[config.mk]
export PLATFORM = sky130hd
export DESIGN_NAME = sfx_engine
export DESIGN_NICKNAME = d
export VERILOG_FILES = /design/src/core/sfx_pkg.sv /design/src/core/sfx_engine.sv
export SDC_FILE = /design/constraint.sdc
export NUM_CORES = 1
export LEC_CHECK = 0
export BUFFER_PORTS_ARGS = -buffer_cell sky130_fd_sc_hd__buf_4
export CAP_MARGIN = 20
export CORE_MARGIN = 2
export CORE_UTILIZATION = 35
export CTS_CLUSTER_DIAMETER = 100
export DETAILED_ROUTE_END_ITERATION = 16
export HOLD_SLACK_MARGIN = 0.15
export SETUP_SLACK_MARGIN = 0.3
export SLEW_MARGIN = 20
export SYNTH_ARGS = -nofsm -noshare
export SYNTH_HDL_FRONTEND = slang
export SYNTH_SLANG_ARGS = --single-unit
export TNS_END_PERCENT = 10
[constraint.sdc]
create_clock -name pclk -period 3.75 [get_ports pclk]
set_input_delay 0.75 -clock pclk [delete_from_list [all_inputs] [get_ports pclk]]
set_output_delay 0.75 -clock pclk [all_outputs]
set_load 0.03 [all_outputs]
[src/core/sfx_pkg.sv]
// Package: register map, field positions, reset values and states of the
// SPI transfer engine. Assumes an APB host with 32-bit data.
package sfx_pkg;
  // Register byte offsets
  localparam logic [7:0] OFS_CONTROL   = 8'h00;
  localparam logic [7:0] OFS_FRAMESIZE = 8'h04;
  localparam logic [7:0] OFS_STATUS    = 8'h08;
  localparam logic [7:0] OFS_INT_CLEAR = 8'h0c;
  localparam logic [7:0] OFS_RX_DATA   = 8'h10;
  localparam logic [7:0] OFS_TX_DATA   = 8'h14;
  localparam logic [7:0] OFS_CLK_GEN   = 8'h18;
  localparam logic [7:0] OFS_SLAVE_SEL = 8'h1c;
  localparam logic [7:0] OFS_MIS       = 8'h20;
  localparam logic [7:0] OFS_RIS       = 8'h24;
  // Control field positions
  localparam int CTL_ENABLE = 0;
  localparam int CTL_MODE   = 1;
  localparam int CTL_IE_RX  = 4;
  localparam int CTL_IE_TX  = 5;
  localparam int CTL_IE_OVF = 6;
  localparam int CTL_IE_UND = 7;
  localparam int CTL_CNT_LO = 8;
  localparam int CTL_OENOFF = 30;
  // Status / interrupt bit positions
  localparam int ST_SENT   = 0;
  localparam int ST_RCVD   = 1;
  localparam int ST_SPILL  = 2;
  localparam int ST_STARVE = 3;
  localparam int ST_RXFULL = 4;
  localparam int ST_RXEMP  = 6;
  localparam int ST_TXFULL = 8;
  localparam int ST_TXEMP  = 10;
  localparam int ST_ACTIVE = 14;
  // Reset values and frame width limit
  localparam logic [15:0] RST_FRAME_COUNT = 16'h0001;
  localparam logic [5:0]  RST_FRAME_WIDTH = 6'h04;
  localparam logic [5:0]  MAX_FRAME_WIDTH = 6'h20;
  localparam logic [7:0]  RST_CLK_GEN     = 8'h07;
  localparam logic        RST_MODE        = 1'b1;
  // Queue geometry
  localparam int QDEPTH = 4;
  localparam int QWIDTH = 32;
  // Shift engine states
  typedef enum logic [1:0]
  {
    SFX_IDLE  = 2'b00,
    SFX_LOAD  = 2'b01,
    SFX_SHIFT = 2'b10
  } sfx_state_t;
endpackage

[src/core/sfx_engine.sv]
// SPI transfer engine: queues, frame counting, error flags, DMA requests,
//   APB register slave, master-mode shifter.
// Assumes pclk at 125 MHz, presetn asynchronous active low, the slave's
//   data input arriving from outside the clock domain.
//
// Design decisions made here: the APB slave port and the address map.
`timescale 1ns/100ps

// Notes on behaviour
// - two queues, four deep, 32 wide
// - full and empty flags readable always
// - burst-sent only after all burst frames
// - frame count resets to one
// - empty queue need raises starve, idles
// - full receive queue spills, frame dropped
// - shift exactly frame-width bits per frame
// - count frames, go idle at end, enable stays set
// - frames-sent flag bit 0 and interrupt
// - receive-ready request while data waits
// - transmit-space request when done, space
// - all causes merge onto one interrupt
// - width write ignored while enabled, max 32
module sfx_engine
  import sfx_pkg::*;
(
  // Clock and reset
  input  wire logic        pclk,
  input  wire logic        presetn,
  // APB slave
  input  wire logic        psel,
  input  wire logic        penable,
  input  wire logic        pwrite,
  input  wire logic [7:0]  paddr,
  input  wire logic [31:0] pwdata,
  output logic      [31:0] prdata,
  output logic             pready,
  output logic             pslverr,
  // SPI pins
  output logic             spi_clk,
  output logic             spi_do,
  output logic             spi_doe_n,
  input  wire logic        spi_di,
  output logic             target_select_line,
  // DMA and interrupt
  output logic             dma_tx_space_req,
  output logic             dma_rx_ready_req,
  output logic             fabric_irq_link
);

  // ----------------------------------------
  // Registers and decode
  // ----------------------------------------
  logic [31:0] control;          // Control word
  logic [5:0]  frame_bit_width;  // Bits per frame, from one
  logic [7:0]  clk_gen;          // Half-period divider
  logic        slave_sel;        // Target select request
  logic [3:0]  raw_irq_status;   // Sticky events
  logic [3:0]  irq_set;          // Event pulses this cycle
  logic        wr_en;            // APB write access phase
  logic        rd_en;            // APB read access phase
  logic [15:0] frames_per_transfer;

  // Register hit for a given offset
  function automatic logic hit(input logic [7:0] a, input logic [7:0] ofs);
    hit = (a == ofs);
  endfunction

  assign wr_en = psel & penable & pwrite;
  assign rd_en = psel & penable & ~pwrite;
  assign pready = 1'b1;
  assign frames_per_transfer = control[CTL_CNT_LO +: 16];

  // ----------------------------------------
  // Queues
  // ----------------------------------------
  // two flip-flop queues
  logic [QWIDTH-1:0] txq [QDEPTH];
  logic [QWIDTH-1:0] rxq [QDEPTH];
  logic [2:0] tx_wp, tx_rp, rx_wp, rx_rp;
  logic tx_queue_full, tx_queue_empty, rx_queue_full, rx_queue_empty;
  logic tx_push, tx_pop, rx_push, rx_pop;
  logic [31:0] rx_word;          // Frame captured by shifter
  logic rx_done;                 // Frame capture complete pulse

  assign tx_queue_empty = (tx_wp == tx_rp);
  assign tx_queue_full  = (tx_wp[1:0] == tx_rp[1:0]) && (tx_wp[2] != tx_rp[2]);
  assign rx_queue_empty = (rx_wp == rx_rp);
  assign rx_queue_full  = (rx_wp[1:0] == rx_rp[1:0]) && (rx_wp[2] != rx_rp[2]);

  // Writes to a full queue are dropped rather than overwrite data
  assign tx_push = wr_en & hit(paddr, OFS_TX_DATA) & ~tx_queue_full;
  assign rx_pop  = rd_en & hit(paddr, OFS_RX_DATA) & ~rx_queue_empty;
  // a frame meeting a full queue is dropped
  assign rx_push = rx_done & ~rx_queue_full;

  // Transmit queue storage and pointers
  always_ff @(posedge pclk or negedge presetn)
  begin
    if (!presetn)
    begin
      tx_wp <= 3'h0;
      tx_rp <= 3'h0;
    end
    else
    begin
      if (tx_push)
      begin
        txq[tx_wp[1:0]] <= pwdata;
        tx_wp           <= tx_wp + 3'h1;
      end
      if (tx_pop)
        tx_rp <= tx_rp + 3'h1;
    end
  end

  // Receive queue storage and pointers
  always_ff @(posedge pclk or negedge presetn)
  begin
    if (!presetn)
    begin
      rx_wp <= 3'h0;
      rx_rp <= 3'h0;
    end
    else
    begin
      if (rx_push)
      begin
        rxq[rx_wp[1:0]] <= rx_word;
        rx_wp           <= rx_wp + 3'h1;
      end
      if (rx_pop)
        rx_rp <= rx_rp + 3'h1;
    end
  end

  // ----------------------------------------
  // Configuration registers
  // ----------------------------------------
  always_ff @(posedge pclk or negedge presetn)
  begin
    if (!presetn)
    begin
      control         <= {8'h00, RST_FRAME_COUNT, 6'h00, RST_MODE, 1'b0};
      frame_bit_width <= RST_FRAME_WIDTH;
      clk_gen         <= RST_CLK_GEN;
      slave_sel       <= 1'b0;
    end
    else if (wr_en)
    begin
      if (hit(paddr, OFS_CONTROL))
        control <= pwdata;
      // ignored while enabled, zero and above 32 refused
      if (hit(paddr, OFS_FRAMESIZE) && !control[CTL_ENABLE] &&
          pwdata[5:0] != 6'h00 && pwdata[5:0] <= MAX_FRAME_WIDTH)
        frame_bit_width <= pwdata[5:0];
      if (hit(paddr, OFS_CLK_GEN))
        clk_gen <= pwdata[7:0];
      if (hit(paddr, OFS_SLAVE_SEL))
        slave_sel <= pwdata[0];
    end
  end

  // ----------------------------------------
  // Link input synchroniser
  // ----------------------------------------
  logic di_meta, di_sync;
  always_ff @(posedge pclk or negedge presetn)
  begin
    if (!presetn)
    begin
      di_meta <= 1'b0;
      di_sync <= 1'b0;
    end
    else
    begin
      di_meta <= spi_di;
      di_sync <= di_meta;
    end
  end

  // ----------------------------------------
  // Master shifter
  // ----------------------------------------
  sfx_state_t  state;
  logic [31:0] shreg;            // Outgoing frame
  logic [5:0]  bit_cnt;          // Bits left in frame
  logic [15:0] frame_cnt;        // Frames done in transfer
  logic [7:0]  div_cnt;          // Half-period timer
  logic        burst_done;       // Last frame shifted out
  logic        starve;           // Needed frame, queue empty
  logic        enabled;

  assign enabled    = control[CTL_ENABLE];
  assign tx_pop     = (state == SFX_LOAD) & ~tx_queue_empty;
  assign starve     = (state == SFX_LOAD) & tx_queue_empty;
  assign burst_done = (state == SFX_SHIFT) && spi_clk && div_cnt == 8'h00 &&
                      bit_cnt == 6'h01 && frame_cnt + 16'h1 >= frames_per_transfer;
  assign rx_done    = (state == SFX_SHIFT) && spi_clk && div_cnt == 8'h00 &&
                      bit_cnt == 6'h01;

  // Shift state machine; sample on rising link edge, change on falling
  always_ff @(posedge pclk or negedge presetn)
  begin
    if (!presetn)
    begin
      state     <= SFX_IDLE;
      shreg     <= 32'h0;
      rx_word   <= 32'h0;
      bit_cnt   <= 6'h00;
      frame_cnt <= 16'h0000;
      div_cnt   <= 8'h00;
      spi_clk   <= 1'b0;
    end
    else if (!enabled)
    begin
      state   <= SFX_IDLE;
      spi_clk <= 1'b0;
    end
    else
    begin
      unique case (state)
        SFX_IDLE:
        begin
          // Start a transfer once data is queued
          frame_cnt <= 16'h0000;
          if (!tx_queue_empty)
            state <= SFX_LOAD;
        end
        SFX_LOAD:
        begin
          if (tx_queue_empty)
            state <= SFX_IDLE;
          else
          begin
            shreg   <= txq[tx_rp[1:0]] << (6'd32 - frame_bit_width);
            // capture starts empty so no earlier bits leak in
            rx_word <= 32'h0;
            bit_cnt <= frame_bit_width;
            div_cnt <= clk_gen;
            state   <= SFX_SHIFT;
          end
        end
        SFX_SHIFT:
        begin
          if (div_cnt != 8'h00)
            div_cnt <= div_cnt - 8'h01;
          else
          begin
            div_cnt <= clk_gen;
            spi_clk <= ~spi_clk;
            if (!spi_clk)
              rx_word <= {rx_word[30:0], di_sync};
            else if (bit_cnt != 6'h01)
            begin
              shreg   <= {shreg[30:0], 1'b0};
              bit_cnt <= bit_cnt - 6'h01;
            end
            else
            begin
              // count frames, stop at programmed count
              frame_cnt <= frame_cnt + 16'h1;
              state     <= burst_done ? SFX_IDLE : SFX_LOAD;
            end
          end
        end
        default:
          state <= SFX_IDLE;
      endcase
    end
  end

  // output enable only inside a transfer
  assign spi_do             = shreg[31];
  assign spi_doe_n          = ~(state == SFX_SHIFT) | control[CTL_OENOFF];
  assign target_select_line = ~(slave_sel & enabled);

  // ----------------------------------------
  // Events and interrupt
  // ----------------------------------------
  // burst-sent at end of the burst
  assign irq_set[ST_SENT]   = burst_done;
  assign irq_set[ST_RCVD]   = rx_done & burst_done;
  assign irq_set[ST_SPILL]  = rx_done & rx_queue_full;
  assign irq_set[ST_STARVE] = starve;

  // Sticky flags; set wins over a clear in the same cycle
  always_ff @(posedge pclk or negedge presetn)
  begin
    if (!presetn)
      raw_irq_status <= 4'h0;
    else if (wr_en && hit(paddr, OFS_INT_CLEAR))
      raw_irq_status <= (raw_irq_status & ~pwdata[3:0]) | irq_set;
    else
      raw_irq_status <= raw_irq_status | irq_set;
  end

  logic [3:0] irq_mask;
  logic [3:0] mis;
  assign irq_mask = {control[CTL_IE_UND], control[CTL_IE_OVF],
                     control[CTL_IE_RX], control[CTL_IE_TX]};
  assign mis = raw_irq_status & irq_mask;
  assign fabric_irq_link = |mis;

  // ----------------------------------------
  // DMA requests
  // ----------------------------------------
  // data waiting; drops with last read
  assign dma_rx_ready_req = ~rx_queue_empty;
  // engine idle and room in queue
  assign dma_tx_space_req = (state == SFX_IDLE) & ~tx_queue_full;

  // ----------------------------------------
  // Read mux
  // ----------------------------------------
  logic [31:0] status;
  always_comb
  begin
    status            = 32'h0;
    status[3:0]       = raw_irq_status;
    status[ST_RXFULL] = rx_queue_full;
    status[ST_RXEMP]  = rx_queue_empty;
    status[ST_TXFULL] = tx_queue_full;
    status[ST_TXEMP]  = tx_queue_empty;
    status[ST_ACTIVE] = (state != SFX_IDLE);
  end

  always_comb
  begin
    unique case (paddr)
      OFS_CONTROL:   prdata = control;
      OFS_FRAMESIZE: prdata = {26'h0, frame_bit_width};
      OFS_STATUS:    prdata = status;
      OFS_RX_DATA:   prdata = rxq[rx_rp[1:0]];
      OFS_CLK_GEN:   prdata = {24'h0, clk_gen};
      OFS_SLAVE_SEL: prdata = {31'h0, slave_sel};
      OFS_MIS:       prdata = {28'h0, mis};
      OFS_RIS:       prdata = {28'h0, raw_irq_status};
      default:       prdata = 32'h0;
    endcase
  end
  // Unmapped offsets answer with an error
  assign pslverr = psel & penable & ~(hit(paddr, OFS_CONTROL) | hit(paddr, OFS_FRAMESIZE) |
                   hit(paddr, OFS_STATUS) | hit(paddr, OFS_INT_CLEAR) |
                   hit(paddr, OFS_RX_DATA) | hit(paddr, OFS_TX_DATA) |
                   hit(paddr, OFS_CLK_GEN) | hit(paddr, OFS_SLAVE_SEL) |
                   hit(paddr, OFS_MIS) | hit(paddr, OFS_RIS));

  // ----------------------------------------
  // Assertions
  // ----------------------------------------
  AST_QFULL: assert property (@(posedge pclk) disable iff (!presetn)
    tx_push && (tx_wp - tx_rp == 3'h3) && !tx_pop |=> tx_queue_full)
    else $error("tx queue not full after fourth entry");
  AST_FLAGS: assert property (@(posedge pclk) disable iff (!presetn)
    status[ST_TXEMP] == ((tx_wp - tx_rp) == 3'h0) &&
    status[ST_TXFULL] == ((tx_wp - tx_rp) == 3'h4))
    else $error("tx empty flag wrong");
  AST_SENT: assert property (@(posedge pclk) disable iff (!presetn)
    burst_done |=> raw_irq_status[ST_SENT])
    else $error("frames sent flag missing");
  AST_STARVE: assert property (@(posedge pclk) disable iff (!presetn)
    starve |=> state == SFX_IDLE && raw_irq_status[ST_STARVE])
    else $error("starve not handled");
  AST_SPILL: assert property (@(posedge pclk) disable iff (!presetn)
    rx_done && rx_queue_full && !rx_pop |=> $stable(rx_wp) && raw_irq_status[ST_SPILL])
    else $error("spill not handled");
  AST_WIDTH: assert property (@(posedge pclk) disable iff (!presetn)
    enabled && $past(enabled) |-> $stable(frame_bit_width))
    else $error("width changed while enabled");
  AST_RXREQ: assert property (@(posedge pclk) disable iff (!presetn)
    rx_pop && (rx_wp - rx_rp == 3'h1) && !rx_push |=> !dma_rx_ready_req)
    else $error("rx request stuck");
  AST_IRQ: assert property (@(posedge pclk) disable iff (!presetn)
    fabric_irq_link == ((raw_irq_status[ST_SENT] & control[CTL_IE_TX]) |
                        (raw_irq_status[ST_RCVD] & control[CTL_IE_RX]) |
                        (raw_irq_status[ST_SPILL] & control[CTL_IE_OVF]) |
                        (raw_irq_status[ST_STARVE] & control[CTL_IE_UND])))
    else $error("irq merge wrong");
endmodule

Yosys cells after proc, flatten, opt, wreduce, memory -nomap -nowiden
Memories as Yosys holds them, arrays and structs flattened.
Cells that the tools add are included.
{"block": "op_classes", "n_addsub": 8, "order_cmp": 2, "eq_ne": 31, "shift": 1, "n_mux": 38, "n_bitwise": 39, "reduce_logical": 32}
{"op": "32-bit one-hot mux with 8 select lines", "n": 1}
{"op": "32-bit 2-to-1 mux", "n": 7}
{"op": "32-bit one-hot mux with 2 select lines", "n": 2}
{"op": "16-bit 2-to-1 mux", "n": 3}
{"op": "8-bit by 5-bit == test with 1-bit output, second input constant", "n": 4}
{"op": "16-bit one-hot mux with 2 select lines", "n": 1}
{"op": "32-bit by 6-bit left shift with 32-bit output", "n": 1}
{"op": "6-bit 2-to-1 mux", "n": 4}
{"op": "16-bit by 1-bit adder with 16-bit output, second input constant", "n": 1}
{"op": "8-bit by 4-bit == test with 1-bit output, second input constant", "n": 2}
{"op": "8-bit by 6-bit == test with 1-bit output, second input constant", "n": 2}
{"op": "16-bit greater-or-equal comparator", "n": 1}
{"op": "8-bit logical NOT", "n": 2}
{"op": "8-bit 2-to-1 mux", "n": 2}
{"op": "8-bit one-hot mux with 2 select lines", "n": 1}
{"op": "1-bit AND", "n": 15}
{"op": "2-bit inequality test, second input constant", "n": 7}
{"op": "3-bit by 1-bit adder with 3-bit output, second input constant", "n": 4}
{"op": "1-bit logical AND", "n": 12}
{"op": "2-bit 2-to-1 mux", "n": 6}
{"op": "3-bit inequality test, second input constant", "n": 4}
{"op": "6-bit one-hot mux with 2 select lines", "n": 1}
{"op": "1-bit OR", "n": 10}
{"op": "2-bit AND reduction", "n": 5}
{"op": "other kinds (30)", "n": 53}
{"block": "totals", "register_bits": 162, "ramBits": 256, "input_bits": 46, "out_inout_bits": 41, "word_cells": 171, "n_memories": 2}
{"memory": "rxq", "words": 4, "word_bits": 32, "read_ports": 1, "rd_ports_with_merged_regs": 0, "wr": 1, "line_no": "sfx_engine.sv:78", "rtl": "logic [QWIDTH-1:0] rxq [QDEPTH];"}
{"memory": "txq", "words": 4, "word_bits": 32, "read_ports": 1, "rd_ports_with_merged_regs": 0, "wr": 1, "line_no": "sfx_engine.sv:77", "rtl": "logic [QWIDTH-1:0] txq [QDEPTH];"}

Depth between registers and ports, before layout
{"block": "depth", "word_depth": 12, "depth_mapped": 14, "ltp_nobuf": 14}

Worst setup path after synthesis
Ideal clock, no wire load.
{"block": "synth_timing", "path_type": "reg-to-reg", "startpoint": "register frame_bit_width[0]", "endpoint": "register shreg[15]", "setup_ns": 0.131, "arrival_ns": 3.221, "required_time_ns": 3.619, "path_slack_ns": 0.398, "stages_incl_launch_ff": 13, "n_path_buf": 4, "period_less_slack_ns": 3.352, "cell_sequence": "dfrtp_1 buf_2 inv_2 clkbuf_1 buf_2 ha_1 xor2_1 clkbuf_1 mux4_2 mux2i_1 nor2_1 a21oi_1 o21ai_1"}
{"block": "synth_via", "elab_chain_cells": 4}
{"element": "from (decl)", "line_no": "sfx_engine.sv:54", "rtl": "logic [5:0] frame_bit_width;"}
{"element": "from (signal assigned)", "line_no": "sfx_engine.sv:155", "rtl": "frame_bit_width <= pwdata[5:0];"}
{"element": "6-bit subtractor", "line_no": "sfx_engine.sv:235", "rtl": "shreg <= txq[tx_rp[1:0]] << (6'd32 - frame_bit_width);"}
{"element": "32-bit by 6-bit left shift with 32-bit output", "line_no": "sfx_engine.sv:235"}
{"element": "32-bit 2-to-1 mux", "line_no": "sfx_engine.sv:231", "rtl": "if (tx_queue_empty)"}
{"element": "32-bit one-hot mux with 2 select lines", "line_no": "sfx_engine.sv:221", "rtl": "unique case (state)"}
{"element": "to (signal assigned)", "line_no": "sfx_engine.sv:235"}
{"element": "to (signal assigned)", "line_no": "sfx_engine.sv:255", "rtl": "shreg <= {shreg[30:0], 1'b0};"}
{"element": "to (decl)", "line_no": "sfx_engine.sv:185", "rtl": "logic [31:0] shreg;"}
Every way passes these cells. The select of a mux whose other input is x is not followed.
A chain may end at the register's enable or synchronous reset.

Worst setup path after layout
{"block": "layout_timing", "startpoint": "register rx_rp[0]", "endpoint": "output port prdata[1]"}
{"block": "layout_via", "elab_chain_cells": 2}
{"element": "from (decl)", "line_no": "sfx_engine.sv:79", "rtl": "logic [2:0] tx_wp, tx_rp, rx_wp, rx_rp;"}
{"element": "from (signal assigned)", "line_no": "sfx_engine.sv:132", "rtl": "rx_rp <= rx_rp + 3'h1;"}
{"element": "memory 4 x 32 bit"}
{"element": "32-bit one-hot mux with 8 select lines", "line_no": "sfx_engine.sv:329", "rtl": "unique case (paddr)"}
{"element": "to (decl)", "line_no": "sfx_engine.sv:35", "rtl": "output logic [31:0] prdata,"}
Every way passes these cells.

==> results.yml <==
run_status:
  run_status: "finished, final reports clean"
logic_synthesis:
  synthTopCellsByArea: "edfxtp_1, dfrtp_1, mux4_2"
  yosys_register_bits: 418
  synth_area_um2: 19300
  yosysTopAreaCellShare_pct: 39.9
  syn-num-nets: 1455
  yosysTopAreaCell: "edfxtp_1"
  syn_inst: 1377
  synth-seq-area-share_pct: 61.0
  synthMostInstantiatedCell: "edfxtp_1"
  synth_area_per_cell_um2: 14.0
  synth-main-ff-cell: "edfxtp_1"
  synth-edff-count: 256
  ys_warn_count: 0
  synth_common_cells: "edfxtp_1, dfrtp_1, nand2_1, nor2_1, mux4_2"
  post_synth_num_cell_types: 69
  async_reset_ff_share_pct: 38.8
sta:
  final_hold_viol_count: 0
  period_needed_ps: 3310
  slew_headroom_pct: 35.9
  setup_viol: 0
  rsz0062_at_grt: "no"
  slew_violations: 0
  setup_tns_ps: 0
  skew_ps: 30.4
  worst_slew_pin_slew_ps: 953
  fmax_ghz: 0.303
  period_share_pct: 88.1
global_routing:
  grt_max_degree: 95
  track_usage_pct: 17.1
  overflow: 0
  grt_pass1_vias: 12325
  grt_antenna_before_repair: 1
  grt_pass1_wl_um: 75300
hold_path:
  hold_class: "in -> reg"
finish:
  nets: 1552
  fin_util_pct: 41.5
  area_growth_pct: 16.6
  drive_above_1_share_pct: 23.0
setup_path:
  critical_path_class: "reg -> out"
  critPathMaxStageDelay_ps: 610
  end_kind: "output pin"
  cp_max_fo: 13
  crit_arrival_ps: 2560
  startpoint_type: "register"
  path_cells: "mux4_2, a22o_1, a221oi_1, o21ai_0, buf_4"
  worstPathRequired_ps: 3000
  crit_slowest_cell: "mux4_2"
  critical_path.top_delay_family: "multiplexers"
  cp.buffers_inverters: 1
die:
  start_util_pct: 35.6
  rows: 85
  core-area_um2: 54100
  pin_count: 87
  die_width_um: 239
  dieArea_um2: 56900
  die_y_um: 239
routing:
  viasPerCell: 5.49
  drt_iter0_drc: 984
  avgRoutedWirePerCell_um: 21.8
  drtPass1Iterations: 5
  totalWireLength_um: 48100
  drc: 0
  num_vias: 12114
  antenna_left: 0
flow_run:
  maxCapViolCount: 0
clock_tree:
  cts_tree: "yes"
  insertion_delay_ps: 570
  cts-buffers-inserted: 45
  post_cts_buffers: 0
  ctsRootBufferMaster: "clkbuf_16"
  cts.clk_slew.worst_paths_ps: 60
  clockBufferDepth: 3
  htreeDepth: 2
  clkSinkCount: 418
power_and_ir_drop:
  power_density_nw_per_um2: 459
  leakage_uw: 0.00893
  ir_drop_mv: 0.287
place:
  post-dp-hpwl_um: 32800
  io_buffers: 85
  place_congestion: 0.889
[registers in the layout, summed over array words and instances (netlist names), 4 cells and up]
signal           cells
bit_cnt              6
control             32
txq                128
rx_word             32
rxq                128
frame_bit_width      6
frame_cnt           16
raw_irq_status       4
div_cnt              8
shreg               32
clk_gen              8
[placed cells by master (no fill, tap or decap), types with 4 or more instances in the layout]
cell / count
edfxtp_1: 256
dfrtp_1: 152
buf_4: 118
nand2_1: 94
nor2_1: 88
mux4_2: 76
a22o_1: 68
a21oi_1: 61
mux2_2: 54
clkbuf_16: 46
inv_1: 38
o21ai_0: 38
ha_1: 32
nor3_1: 28
mux2i_1: 27
mux2_1: 26
o21ai_1: 22
a221oi_1: 19
xnor2_1: 18
and3_1: 17
or3_1: 12
nand2b_1: 12
a211oi_1: 12
buf_12: 12
nand3_1: 11
a22oi_1: 11
a21o_1: 11
clkbuf_1: 10
clkinv_1: 10
nor4_1: 9
xor2_1: 8
dfstp_2: 6
o31ai_1: 5
a31oi_1: 5
bufinv_16: 5
o22ai_1: 4
clkinv_2: 4
[metal layers]
layer / track usage (%) / share of wire [%] / vias up / wire (um)
met3: 2.64 / 4.8 / 68 / 2290
met1: 24.3 / 45 / 6217 / 21700
met5: 0 / 0 / - / 0
met4: 4.56 / 2.2 / 0 / 1040
met2: 27.6 / 48 / 312 / 23000
li1: - / - / 5517 / -
[power by group]
group	leakage, uW	switching [uW]	internal (uW)
Sequential	0.00479	42.2	4890
Combinational	0.00342	499	423
Clock	0.000715	1810	2640
[cells by family (layout without fill, tap and decap cells)]
group / count (synthesis) / count (layout) / share of synthesized area, %
simple gates: 301 / 301 / 7.21
xor+xnor: 27 / 27 / 1.23
flops: 418 / 418 / 61.0
mux: 183 / 183 / 15.0
fa+ha+maj: 32 / 32 / 2.08
buf+inv: 121 / 254 / 2.65
other cells: 1 / 2 / 0.0195
compound gates: 294 / 294 / 10.8
[layout make-up]
type / count / area, um2
Timing Repair Buffer: 132 / 1150
Inverter: 39 / 146
Multi-Input combinational cell: 838 / 7040
Tap cell: 696 / 871
Clock inverter: 25 / 265
Clock buffer: 58 / 1220
Sequential cell: 418 / 11800
Fill cell: 4900 / 31700
Antenna cell: 1 / 2.50
[path summary, 6_finish.rpt]
kind                                                start                           to  slack, ps  depth (start not counted)
max                                  rx_rp[0]$_DFFE_PN0P_                    prdata[1]        440                          5
min reg2reg                             di_meta$_DFF_PN0_            di_sync$_DFF_PN0_        370                          0
min                                                spi_di            di_meta$_DFF_PN0_        290                          1
max reg2reg                frame_bit_width[0]$_DFFE_PN0P_        shreg[17]$_DFFE_PN0P_        620                          9
min in group asynchronous                         presetn  raw_irq_status[1]$_DFF_PN0_        660                          2
max in group asynchronous                         presetn      rx_word[21]$_DFFE_PN0P_       2060                          3
[per-stage QoR]
stage / hold WS [ps] / power [uW] / std cells / cell area, um2 / setup WS, ps
2_1_floorplan: 331 / 5630 / 1377 / 19300 / 398
3_3_place_gp: 354 / 5950 / 2122 / 20900 / 372
3_5_place_dp: 348 / 5950 / 2122 / 20900 / 325
4_1_cts: 259 / 10400 / 2206 / 22400 / 310
5_1_grt: 269 / 10600 / 2207 / 22400 / 333
6_report: 292 / 10300 / 2207 / 22400 / 445
[repair_timing]
item,CTS,global route
hold buffers,1,0
pin swaps,0,0
resized for setup,5,4
gates cloned,0,0
endpoints found under the setup margin,23,26
endpoints found under the hold margin,15,0
Power figures use the tool's default switching activity.
